$ cat src/hw/stkp_defines.vh
// constants for the system and user stack pointer block
// assumes inclusion by the stack pointer design files only
`ifndef STKP_DEFINES_VH
`define STKP_DEFINES_VH
`define STKP_CFG_UST_PAGE    8'h05
`define STKP_CFG_UST_LOC     8'h06
`define STKP_IN_USP_PAGE     8'h0B
`define STKP_IN_USP_LOC      8'h0C
`define STKP_CFG_SSP_PAGE    8'h2C
`define STKP_CFG_SSP_LOC     8'h2D
`define STKP_RAM_PAGE        8'h20
`define STKP_SSP_RST         8'hFF
`define STKP_USP_RST         8'h00
`define STKP_UST_PAGE_RST    8'h20
`define STKP_SSP_STEP        8'h02
`define STKP_FLAG_DEPTH      8
`define STKP_FLAG_PTR_W      3
`endif

$ cat src/hw/stkp_flag_stack.v
// flag stack: one carry/sign/zero set per interrupt level
// assumes the core never nests deeper than the stack depth
`timescale 1ns/1ps
`default_nettype none
`include "stkp_defines.vh"
module stkp_flag_stack
(
  input  wire       clk_i,
  input  wire       rst_i,
  input  wire       push_i,
  input  wire       pop_i,
  input  wire [2:0] flags_i,
  output reg  [2:0] flags_o
);
  reg [2:0]                    mem [0:`STKP_FLAG_DEPTH-1];
  reg [`STKP_FLAG_PTR_W-1:0]   ptr;
  wire [`STKP_FLAG_PTR_W-1:0]  ptr_dec;
  integer                      k;

  assign ptr_dec = ptr - {{(`STKP_FLAG_PTR_W-1){1'b0}}, 1'b1};

  always @(posedge clk_i)
  begin
    if (rst_i)
    begin
      ptr     <= {`STKP_FLAG_PTR_W{1'b0}};
      flags_o <= 3'h0;
      for (k = 0; k < `STKP_FLAG_DEPTH; k = k + 1)
        mem[k] <= 3'h0;
    end
    else if (push_i)
    begin
      mem[ptr] <= flags_i;
      ptr      <= ptr + {{(`STKP_FLAG_PTR_W-1){1'b0}}, 1'b1};
    end
    else if (pop_i)
    begin
      flags_o <= mem[ptr_dec];
      ptr     <= ptr_dec;
    end
  end
endmodule // stkp_flag_stack
`default_nettype wire

$ cat src/hw/stkp_top.v
// system and user stack pointers with their RAM access sequencing
// assumes a single 256-byte RAM page with one-cycle synchronous read,
// and a sequencer that waits for BUSY_O low before each new command
`timescale 1ns/1ps
`default_nettype none
`include "stkp_defines.vh"
// Summary of operation
// - call or interrupt saves PC on system stack; returns restore it
// - interrupt entry saves the flag set on an internal flag stack
// - system stack lives in the RAM page, starting at location 255
// - each system stack level takes two RAM bytes, full 16-bit PC
// - store PC at pointed pair, then lower system pointer by two
// - on return raise system pointer by two, then load PC from pair
// - system pointer page reads fixed RAM page; location byte writable
// - page byte takes 20h to FFh; every value addresses the RAM page
// - after reset user pointer low is 0, system pointer low is 255
// - push writes register byte at user pointer, then increments it
// - pop decrements user pointer, then returns the byte found there
// - writing the user stack top location also loads the user pointer
// - user pointer readable only via page and location input regs
module stkp_top
(
  input  wire        CLK_I,
  input  wire        RST_I,
  input  wire        CALL_I,
  input  wire        IRQ_I,
  input  wire        SUB_RET_I,
  input  wire        INT_RET_I,
  input  wire        PUSH_I,
  input  wire        POP_I,
  input  wire [15:0] PC_I,
  input  wire [2:0]  FLAGS_I,
  input  wire [7:0]  PUSH_DATA_I,
  input  wire        CFG_WR_I,
  input  wire [7:0]  CFG_ADDR_I,
  input  wire [7:0]  CFG_WDATA_I,
  input  wire [7:0]  CFG_RADDR_I,
  input  wire [7:0]  IN_RADDR_I,
  input  wire [7:0]  RAM_RDATA_I,
  output reg  [7:0]  CFG_RDATA_O,
  output reg  [7:0]  IN_RDATA_O,
  output reg         RAM_WE_O,
  output reg         RAM_RE_O,
  output reg  [15:0] RAM_ADDR_O,
  output reg  [7:0]  RAM_WDATA_O,
  output reg  [15:0] PC_O,
  output reg         PC_LOAD_O,
  output reg  [7:0]  POP_DATA_O,
  output reg         POP_VALID_O,
  output wire [2:0]  FLAGS_O,
  output reg         BUSY_O
);
  localparam [2:0] ST_IDLE  = 3'd0;
  localparam [2:0] ST_SAVE2 = 3'd1;
  localparam [2:0] ST_RET1  = 3'd2;
  localparam [2:0] ST_RET2  = 3'd3;
  localparam [2:0] ST_RET3  = 3'd4;
  localparam [2:0] ST_POP1  = 3'd5;
  localparam [2:0] ST_RET4  = 3'd6;
  localparam [2:0] ST_POP2  = 3'd7;

  reg [2:0]  state;
  reg [7:0]  system_stack_pointer;
  reg [7:0]  user_stack_pointer;
  reg [7:0]  ust_page;
  reg [7:0]  ust_loc;
  reg [7:0]  pc_high;
  reg [15:0] pc_hold;
  wire       flag_push;
  wire       flag_pop;

  // RAM address within the fixed page
  function [15:0] ram_addr;
    input [7:0] loc;
    begin
      ram_addr = {`STKP_RAM_PAGE, loc};
    end
  endfunction

  assign flag_push = (state == ST_IDLE) && IRQ_I;
  assign flag_pop  = (state == ST_IDLE) && !IRQ_I && !CALL_I && INT_RET_I;

  stkp_flag_stack u_flags
  (
    .clk_i   (CLK_I),
    .rst_i   (RST_I),
    .push_i  (flag_push),
    .pop_i   (flag_pop),
    .flags_i (FLAGS_I),
    .flags_o (FLAGS_O)
  );

  // stack sequencing
  always @(posedge CLK_I)
  begin
    if (RST_I)
    begin
      state        <= ST_IDLE;
      system_stack_pointer          <= `STKP_SSP_RST;
      user_stack_pointer          <= `STKP_USP_RST;
      ust_page     <= `STKP_UST_PAGE_RST;
      ust_loc      <= `STKP_USP_RST;
      pc_high      <= 8'h00;
      pc_hold      <= 16'h0000;
      RAM_WE_O     <= 1'b0;
      RAM_RE_O     <= 1'b0;
      RAM_ADDR_O   <= 16'h0000;
      RAM_WDATA_O  <= 8'h00;
      PC_O         <= 16'h0000;
      PC_LOAD_O    <= 1'b0;
      POP_DATA_O   <= 8'h00;
      POP_VALID_O  <= 1'b0;
      BUSY_O       <= 1'b0;
    end
    else
    begin
      RAM_WE_O    <= 1'b0;
      RAM_RE_O    <= 1'b0;
      PC_LOAD_O   <= 1'b0;
      POP_VALID_O <= 1'b0;
      case (state)
        ST_IDLE:
        begin
          if (IRQ_I || CALL_I)
          begin
            // low byte at pointed location, high byte just below
            RAM_WE_O    <= 1'b1;
            RAM_ADDR_O  <= ram_addr(system_stack_pointer);
            RAM_WDATA_O <= PC_I[7:0];
            pc_hold     <= PC_I;
            BUSY_O      <= 1'b1;
            state       <= ST_SAVE2;
          end
          else if (SUB_RET_I || INT_RET_I)
          begin
            system_stack_pointer          <= system_stack_pointer + `STKP_SSP_STEP;
            BUSY_O       <= 1'b1;
            state        <= ST_RET1;
          end
          else if (PUSH_I)
          begin
            RAM_WE_O    <= 1'b1;
            RAM_ADDR_O  <= ram_addr(user_stack_pointer);
            RAM_WDATA_O <= PUSH_DATA_I;
            user_stack_pointer         <= user_stack_pointer + 8'h01;
          end
          else if (POP_I)
          begin
            RAM_RE_O   <= 1'b1;
            RAM_ADDR_O <= ram_addr(user_stack_pointer - 8'h01);
            user_stack_pointer        <= user_stack_pointer - 8'h01;
            BUSY_O     <= 1'b1;
            state      <= ST_POP1;
          end
          else if (CFG_WR_I)
          begin
            if (CFG_ADDR_I == `STKP_CFG_UST_PAGE)
              ust_page <= (CFG_WDATA_I < `STKP_RAM_PAGE) ?
                          `STKP_RAM_PAGE : CFG_WDATA_I;
            else if (CFG_ADDR_I == `STKP_CFG_UST_LOC)
            begin
              ust_loc <= CFG_WDATA_I;
              user_stack_pointer     <= CFG_WDATA_I;
            end
            else if (CFG_ADDR_I == `STKP_CFG_SSP_LOC)
              system_stack_pointer <= CFG_WDATA_I;
          end
        end
        ST_SAVE2:
        begin
          RAM_WE_O    <= 1'b1;
          RAM_ADDR_O  <= ram_addr(system_stack_pointer - 8'h01);
          RAM_WDATA_O <= pc_hold[15:8];
          system_stack_pointer         <= system_stack_pointer - `STKP_SSP_STEP;
          BUSY_O      <= 1'b0;
          state       <= ST_IDLE;
        end
        ST_RET1:
        begin
          RAM_RE_O   <= 1'b1;
          RAM_ADDR_O <= ram_addr(system_stack_pointer - 8'h01);
          state      <= ST_RET2;
        end
        ST_RET2:
        begin
          RAM_RE_O   <= 1'b1;
          RAM_ADDR_O <= ram_addr(system_stack_pointer);
          state      <= ST_RET3;
        end
        ST_RET3:
        begin
          pc_high <= RAM_RDATA_I;
          state   <= ST_RET4;
        end
        ST_RET4:
        begin
          PC_O      <= {pc_high, RAM_RDATA_I};
          PC_LOAD_O <= 1'b1;
          BUSY_O    <= 1'b0;
          state     <= ST_IDLE;
        end
        ST_POP1:
        begin
          state <= ST_POP2;
        end
        ST_POP2:
        begin
          POP_DATA_O  <= RAM_RDATA_I;
          POP_VALID_O <= 1'b1;
          BUSY_O      <= 1'b0;
          state       <= ST_IDLE;
        end
        default:
        begin
          BUSY_O <= 1'b0;
          state  <= ST_IDLE;
        end
      endcase
    end
  end

  // register read ports
  always @(posedge CLK_I)
  begin
    if (RST_I)
    begin
      CFG_RDATA_O <= 8'h00;
      IN_RDATA_O  <= 8'h00;
    end
    else
    begin
      if (CFG_RADDR_I == `STKP_CFG_UST_PAGE)
        CFG_RDATA_O <= ust_page;
      else if (CFG_RADDR_I == `STKP_CFG_UST_LOC)
        CFG_RDATA_O <= ust_loc;
      else if (CFG_RADDR_I == `STKP_CFG_SSP_PAGE)
        CFG_RDATA_O <= `STKP_RAM_PAGE;
      else if (CFG_RADDR_I == `STKP_CFG_SSP_LOC)
        CFG_RDATA_O <= system_stack_pointer;
      else
        CFG_RDATA_O <= 8'h00;
      if (IN_RADDR_I == `STKP_IN_USP_PAGE)
        IN_RDATA_O <= `STKP_RAM_PAGE;
      else if (IN_RADDR_I == `STKP_IN_USP_LOC)
        IN_RDATA_O <= user_stack_pointer;
      else
        IN_RDATA_O <= 8'h00;
    end
  end
endmodule // stkp_top
`default_nettype wire

$ cat config.mk
export PLATFORM = sky130hd
export DESIGN_NAME = stkp_top
export DESIGN_NICKNAME = d
export VERILOG_FILES = /design/src/hw/stkp_flag_stack.v /design/src/hw/stkp_top.v
export VERILOG_INCLUDE_DIRS = /design/src /design/src/hw
export SDC_FILE = /design/constraint.sdc
export NUM_CORES = 1
export LEC_CHECK = 0
export ABC_AREA = 1
export ABC_CLOCK_PERIOD_IN_PS = 2600
export BUFFER_PORTS_ARGS = -buffer_cell sky130_fd_sc_hd__buf_2
export CAP_MARGIN = 20
export CELL_PAD_IN_SITES_DETAIL_PLACEMENT = 1
export CELL_PAD_IN_SITES_GLOBAL_PLACEMENT = 1
export CORE_UTILIZATION = 39
export DETAILED_ROUTE_END_ITERATION = 12
export PLACE_DENSITY = 0.89
export SLEW_MARGIN = 25
export SYNTH_ARGS = -nofsm -noshare
export SYNTH_HDL_FRONTEND = slang
export SYNTH_SLANG_ARGS = --single-unit
$ cat constraint.sdc
create_clock -name CLK_I -period 2.6 [get_ports CLK_I]
set_input_delay 0.39 -clock CLK_I [delete_from_list [all_inputs] [get_ports CLK_I]]
set_output_delay 0.39 -clock CLK_I [all_outputs]
set_load 0.02 [all_outputs]
Word-level counts from Yosys, hierarchy flattened --
Memory sizes are Yosys's and may differ from the RTL's. A register that Yosys moved wholly into a read port is not among the register bits. Cells that the tools add are included.
Word-level totals: input bits 76, RAM bits 24, word-level logic and storage cells 156, memories 1, output and inout bits 72, flip-flop bits (word level) 131
Operators by class: add/sub/neg operators 7, muxes and demuxes 61, reductions and logical operators 30, bitwise operators 7, $lt $le $gt $ge 1, equality and inequality tests 29
Memory list:
- u_flags.mem | words 8, width 3, rd ports 1, clocked after memory_dff 1, wr ports 8, RTL line stkp_flag_stack.v:15 | reg [2:0] mem [0:`STKP_FLAG_DEPTH-1];
Operator list (number):
- 2-to-1 mux 8 bit | 21
- 2-to-1 mux 16 bit | 4
- case mux 16 bit (3 select lines) | 1
- == test 8 x 3 -> 1 bit (second input constant) | 4
- case mux 8 bit (2 select lines) | 2
- == test 8 x 6 -> 1 bit (second input constant) | 3
- 2-to-1 mux 3 bit | 8
- 2-to-1 mux 1 bit | 19
- case mux 3 bit (6 select lines) | 1
- == test 8 x 4 -> 1 bit (second input constant) | 2
- AND reduction 8 bit | 2
- subtractor 8 x 1 -> 8 bit (second input constant) | 2
- == test 3 bit (second input constant) | 4
- 2-to-1 mux 6 bit | 2
- != test 3 x 2 -> 1 bit (second input constant) | 4
- != test 3 bit (second input constant) | 4
- AND reduction 3 bit | 3
- nonzero test 3 bit | 3
- OR reduction 3 bit | 3
- adder 8 x 1 -> 8 bit (second input constant) | 1
- adder 8 x 2 -> 8 bit (second input constant) | 1
- < comparator 8 x 6 -> 1 bit (second input constant) | 1
- != test 4 x 2 -> 1 bit (second input constant) | 2
- subtractor 8 x 2 -> 8 bit (second input constant) | 1
- other kinds (18) | 37

Logic depth before layout (Yosys ltp) --
depth in word-level cells 10, gate-level depth with buffers 11, gate-level depth less buffers 11

By module --
Synthesis repeated with hierarchy kept, for this count alone.
Unflattened totals: cell total of the unflattened synthesis 1089, area total of the unflattened synthesis 7388.3 um2
Modules (own cells, without submodules):
- stkp_top | instances 1, cells each 906, sequential area each 2262.2 um2, area each 5826.8 um2
- stkp_flag_stack | instances 1, cells each 183, sequential area each 840.8 um2, area each 1561.5 um2

Least setup slack after synthesis --
Ideal clock, no wire load.
path type flip-flop to flip-flop, start reg u_flags.ptr[0], end reg u_flags.flags_o[0], read port of u_flags.mem, data required time 2529 ps, cell stages (with the launch flop) 9, period minus slack after synthesis 1819 ps, path buffers 2, path slack 781 ps, arrival time 1749 ps, library setup time 71 ps, cells stage by stage dfxtp_1 > inv_1 > clkbuf_1 > ha_1 > clkbuf_1 > o21ai_0 > o211ai_1 > nand3_1 > a21oi_1
Between the ends: cells in the longest elaborated chain, start to end 1
RTL lines:
- start: declaration | RTL line stkp_flag_stack.v:16 | reg [`STKP_FLAG_PTR_W-1:0] ptr;
- start signal: assignment | RTL line stkp_flag_stack.v:26 | ptr <= {`STKP_FLAG_PTR_W{1'b0}};
- start signal: assignment | RTL line stkp_flag_stack.v:34 | ptr <= ptr + {{(`STKP_FLAG_PTR_W-1){1'b0}}, 1'b1};
- start signal: assignment | RTL line stkp_flag_stack.v:39 | ptr <= ptr_dec;
- subtractor 3 x 1 -> 3 bit | RTL line stkp_flag_stack.v:20 | assign ptr_dec = ptr - {{(`STKP_FLAG_PTR_W-1){1'b0}}, 1'b1};
- end: declaration | RTL line stkp_flag_stack.v:13 | output reg [2:0] flags_o
Every way passes these cells. A chain may end at the register's enable or synchronous reset.

==> results.md <==
* Status: finished clean
* GRT Total Usage at 0.264
* Post-Route Utilization at 0.483
* CP Buf/Inv Count at 2
* Lkg Pwr at 4.25 nW
* CP Depth at 9
* Critical path arrival at 2.21 ns
* First-pass GRT wire length at 38.4 mm
* Final hold slack at 0.190 ns
* P&R area growth vs syn at 21.2%
* Slew Limit Headroom at 0.570
* Flop pwr share at 0.380
* Min Tclk post-route at just over 2 ns
* Clock Sinks at 143
* NetSw at 2.32 mW
* Number of remaining DRC errors at 0
* RSZ-0062 raised after global routing: false
* Vias post-DR at 7,602
* Share of post-route cells with drive strength above 1 at 0.174
* Yosys reg bits at 143
* Clock Power Share at 0.382
* Pwr dens at between 700 and 800 nW/um2
* Asr flop ratio synth at 0
* DIE WIDTH at 138 um
* Final WS setup at 0.529 ns
* Pin count of the biggest net entering global routing at 56
* Place WS at 0.461 ns
* Clk buf depth at 2
* Worst-Skew Late Latency at 0.44 ns
* CP max FO at 7
* Yosys warnings at 0
* Setup CP Type: flip-flop to flip-flop
* Core area at approximately 18,000 um2
* Syn_area_per_cell at 6.83 um2
* Setup bufs post-CTS at 0
* Synth Cell Area at 7180 um2
* CP Capture Point: u_flags.mem[3][1]$_SDFFCE_PN0P_
* Cell with the most instances after synthesis: nor2_1
* Die height at between 100 and 150 um
* Final global-route overflow total at 0
* Post-Place Cell Area at 8070 um2
* DRT Wirelength at 24.3 mm
* CP most frequent cell: nand2_1
* Max-cap violation count at 0
* # H-tree levels at 4
* Top-area cell type share of the netlist area at 0.332
* Hold Violations, Final at 0
* Vias per std cell at 5.32
* Crit path required time at 2.74 ns
* Starting density of the core at 0.398
* Comb pwr share at 0.238
* Routed Antenna Nets at 0
* Worst Setup Start Kind: flip-flop
* CTS Buf Count at 17
* Synth cell types at 37
* Worst hold path type: input port to flip-flop
* Cell taking the most area after synthesis: dfxtp_1
* Setup Skew at 0.00802 ns
* Crit end category: flip-flop
* Dpl hpwl at 17.3 mm
* Row count at 49
* Final Max Slew Viols at 0
* Final worst path period share at 0.797
* Slowest stage delay, CP at 0.38 ns
* GPL Wtd Cong at 0.872
* Clock transition at path regs at 0.06 ns
* Vias in the first global route at 7,572
* Worst R2R Path Depth at 9
* Finished Cell Area at 8700 um2
* Post_cts resized at 0
* Worst vdd ir at 0.501 mV
* DR iter-0 viols at 480
* Root Driver: clkbuf_16
* Die area at 19,000 um2
* Synth area leaders: dfxtp_1 33%, nor2_1 13%, nand2_1 10%, edfxtp_1 10%, o21ai_0 7.6%
* Reg2reg start: state[0]$_SDFFE_PP0P_
* CP Launch Point: state[0]$_SDFFE_PP0P_
* Wire length per cell at ~17 um
* Critical-path cell list: nor2_2 > nand2_4 > inv_2 > nand2_1 > inv_1 > nand2_1 > nor2_1 > nand2_1 > nand2_1
* Worst reg2reg setup slack at 0.53 ns
* Number of synthesized flops with an enable pin at 24
* CTS tree: done
* Post-Syn Instances at 1,052
* Switching share of power at 0.336
* Synth cell count leaders: 254 x nor2_1, 194 x nand2_1, 119 x dfxtp_1
* I/O Pins at between 100 and 150
* Endpoints failing setup at 0
* Worst Max-Slew Pin Slew at around 0.64 ns
* R2r endpoint: u_flags.mem[3][1]$_SDFFCE_PN0P_
* Internal at roughly 4.6 mW
* Fin nets at 1,271
* Buffers added on ports at 140
* Antenna violations before repair at 0
* Setup TNS at 0 ns
* Antenna cell count at 0
* Sequential area share after synthesis at 0.432
* Cell family with most CP delay: simple AND/OR/NAND/NOR gates
* Worst path slowest cell: dfxtp_1
* Detailed Routing Iterations Pass 1 at 5
* Synth Flop Type: dfxtp_1
* Hold Buf Count CTS at 0
* Highest clock rate at 0.483 GHz
## cell families after synthesis
family	Yosys count	share of synthesized area
AO/OA/AOI/OAI	181	0.134
XOR/XNOR	4	0.00488
adder cells (fa/ha/maj)	8	0.0139
buffers and inverters	140	0.0810
flip-flops	143	0.432
other	1	0.000522
AND/OR/NAND/NOR	575	0.334
## registers in the layout, summed over array words and instances (netlist names)
| name | cells |
|---|---|
| PC_LOAD_O | 1 |
| RAM_WE_O | 1 |
| RAM_WDATA_O | 8 |
| PC_O | 16 |
| state | 3 |
| pc_hold | 8 |
| ust_page | 8 |
| POP_VALID_O | 1 |
| u_flags.ptr | 3 |
| BUSY_O | 1 |
| system_stack_pointer | 8 |
| CFG_RDATA_O | 8 |
| u_flags.mem | 24 |
| pc_high | 8 |
| RAM_RE_O | 1 |
| ust_loc | 8 |
| user_stack_pointer | 8 |
| IN_RDATA_O | 8 |
| POP_DATA_O | 8 |
| RAM_ADDR_O | 9 |
| u_flags.flags_o | 3 |
## per-stage QoR
step / total power [mW] / cells
finish: 6.91 / 1429
floorplan: 3.74 / 1058
detailed placement: 4.26 / 1397
CTS: 6.93 / 1429
global placement: 4.19 / 1397
global route: 7.25 / 1429
## worst min-delay path by stage
stage / start / slack [ns] / cells after the start / to
after detailed placement: BUSY_O$_SDFFE_PP0P_ / 0.44 / 2 / BUSY_O$_SDFFE_PP0P_
after CTS: PC_I[8] / 0.18 / 3 / pc_hold[8]$_SDFFE_PP0P_
after floorplan: ust_page[5]$_SDFFE_PP1P_ / 0.43 / 2 / ust_page[5]$_SDFFE_PP1P_
final: PC_I[8] / 0.19 / 3 / pc_hold[8]$_SDFFE_PP0P_
after global placement: POP_DATA_O[2]$_SDFFE_PP0P_ / 0.43 / 2 / POP_DATA_O[2]$_SDFFE_PP0P_
after global routing: PC_I[12] / 0.20 / 3 / pc_hold[12]$_SDFFE_PP0P_
## tightest hold or removal path, cell delays in order
cell,delay [ns]
buf_2,0.08
nor2_1,0.04
nor2_1,0.08
## routing by layer
layer / up-vias / part of all wire / track usage
li1: 3673 / - / -
met1: 3655 / 0.43 / 0.320
met2: 216 / 0.48 / 0.442
met3: 58 / 0.056 / 0.0640
met4: 0 / 0.030 / 0.116
met5: - / 0 / 0
## power groups by stage
stage                     combinational [mW]  clock, mW  sequential (mW)
after floorplan                         1.06          0             2.68
after CTS                               1.64       2.67             2.62
after detailed placement                1.60          0             2.66
after global routing                    1.84       2.77             2.65
final                                   1.65       2.64             2.63
after global placement                  1.54          0             2.66
## final cells by class
type / count / area (um2)
Clock buffer: 21 / 482
Clock inverter: 11 / 151
Fill cell: 2431 / 9320
Inverter: 97 / 364
Multi-Input combinational cell: 775 / 3520
Sequential cell: 143 / 3100
Tap cell: 229 / 287
Timing Repair Buffer: 153 / 798
## placed cells by master, fill, tap and decap left out, types with 3 or more instances in the layout
master and n:
bufinv_16 3, buf_4 13, o21ai_0 109, or2_2 5, xor2_1 3, nor2_2 3, edfxtp_1 24, nor2_1 254
inv_1 87, dfxtp_1 119, nand2_1 194, ha_1 8, nor3_1 8, nand4_1 8, buf_2 140, o211ai_1 12
a31oi_1 10, nor2_4 3, clkbuf_16 18, nand3_1 89, conb_1 7, a21oi_1 45, inv_6 4, inv_2 8
No activity file was read; power rests on OpenSTA's default activity.
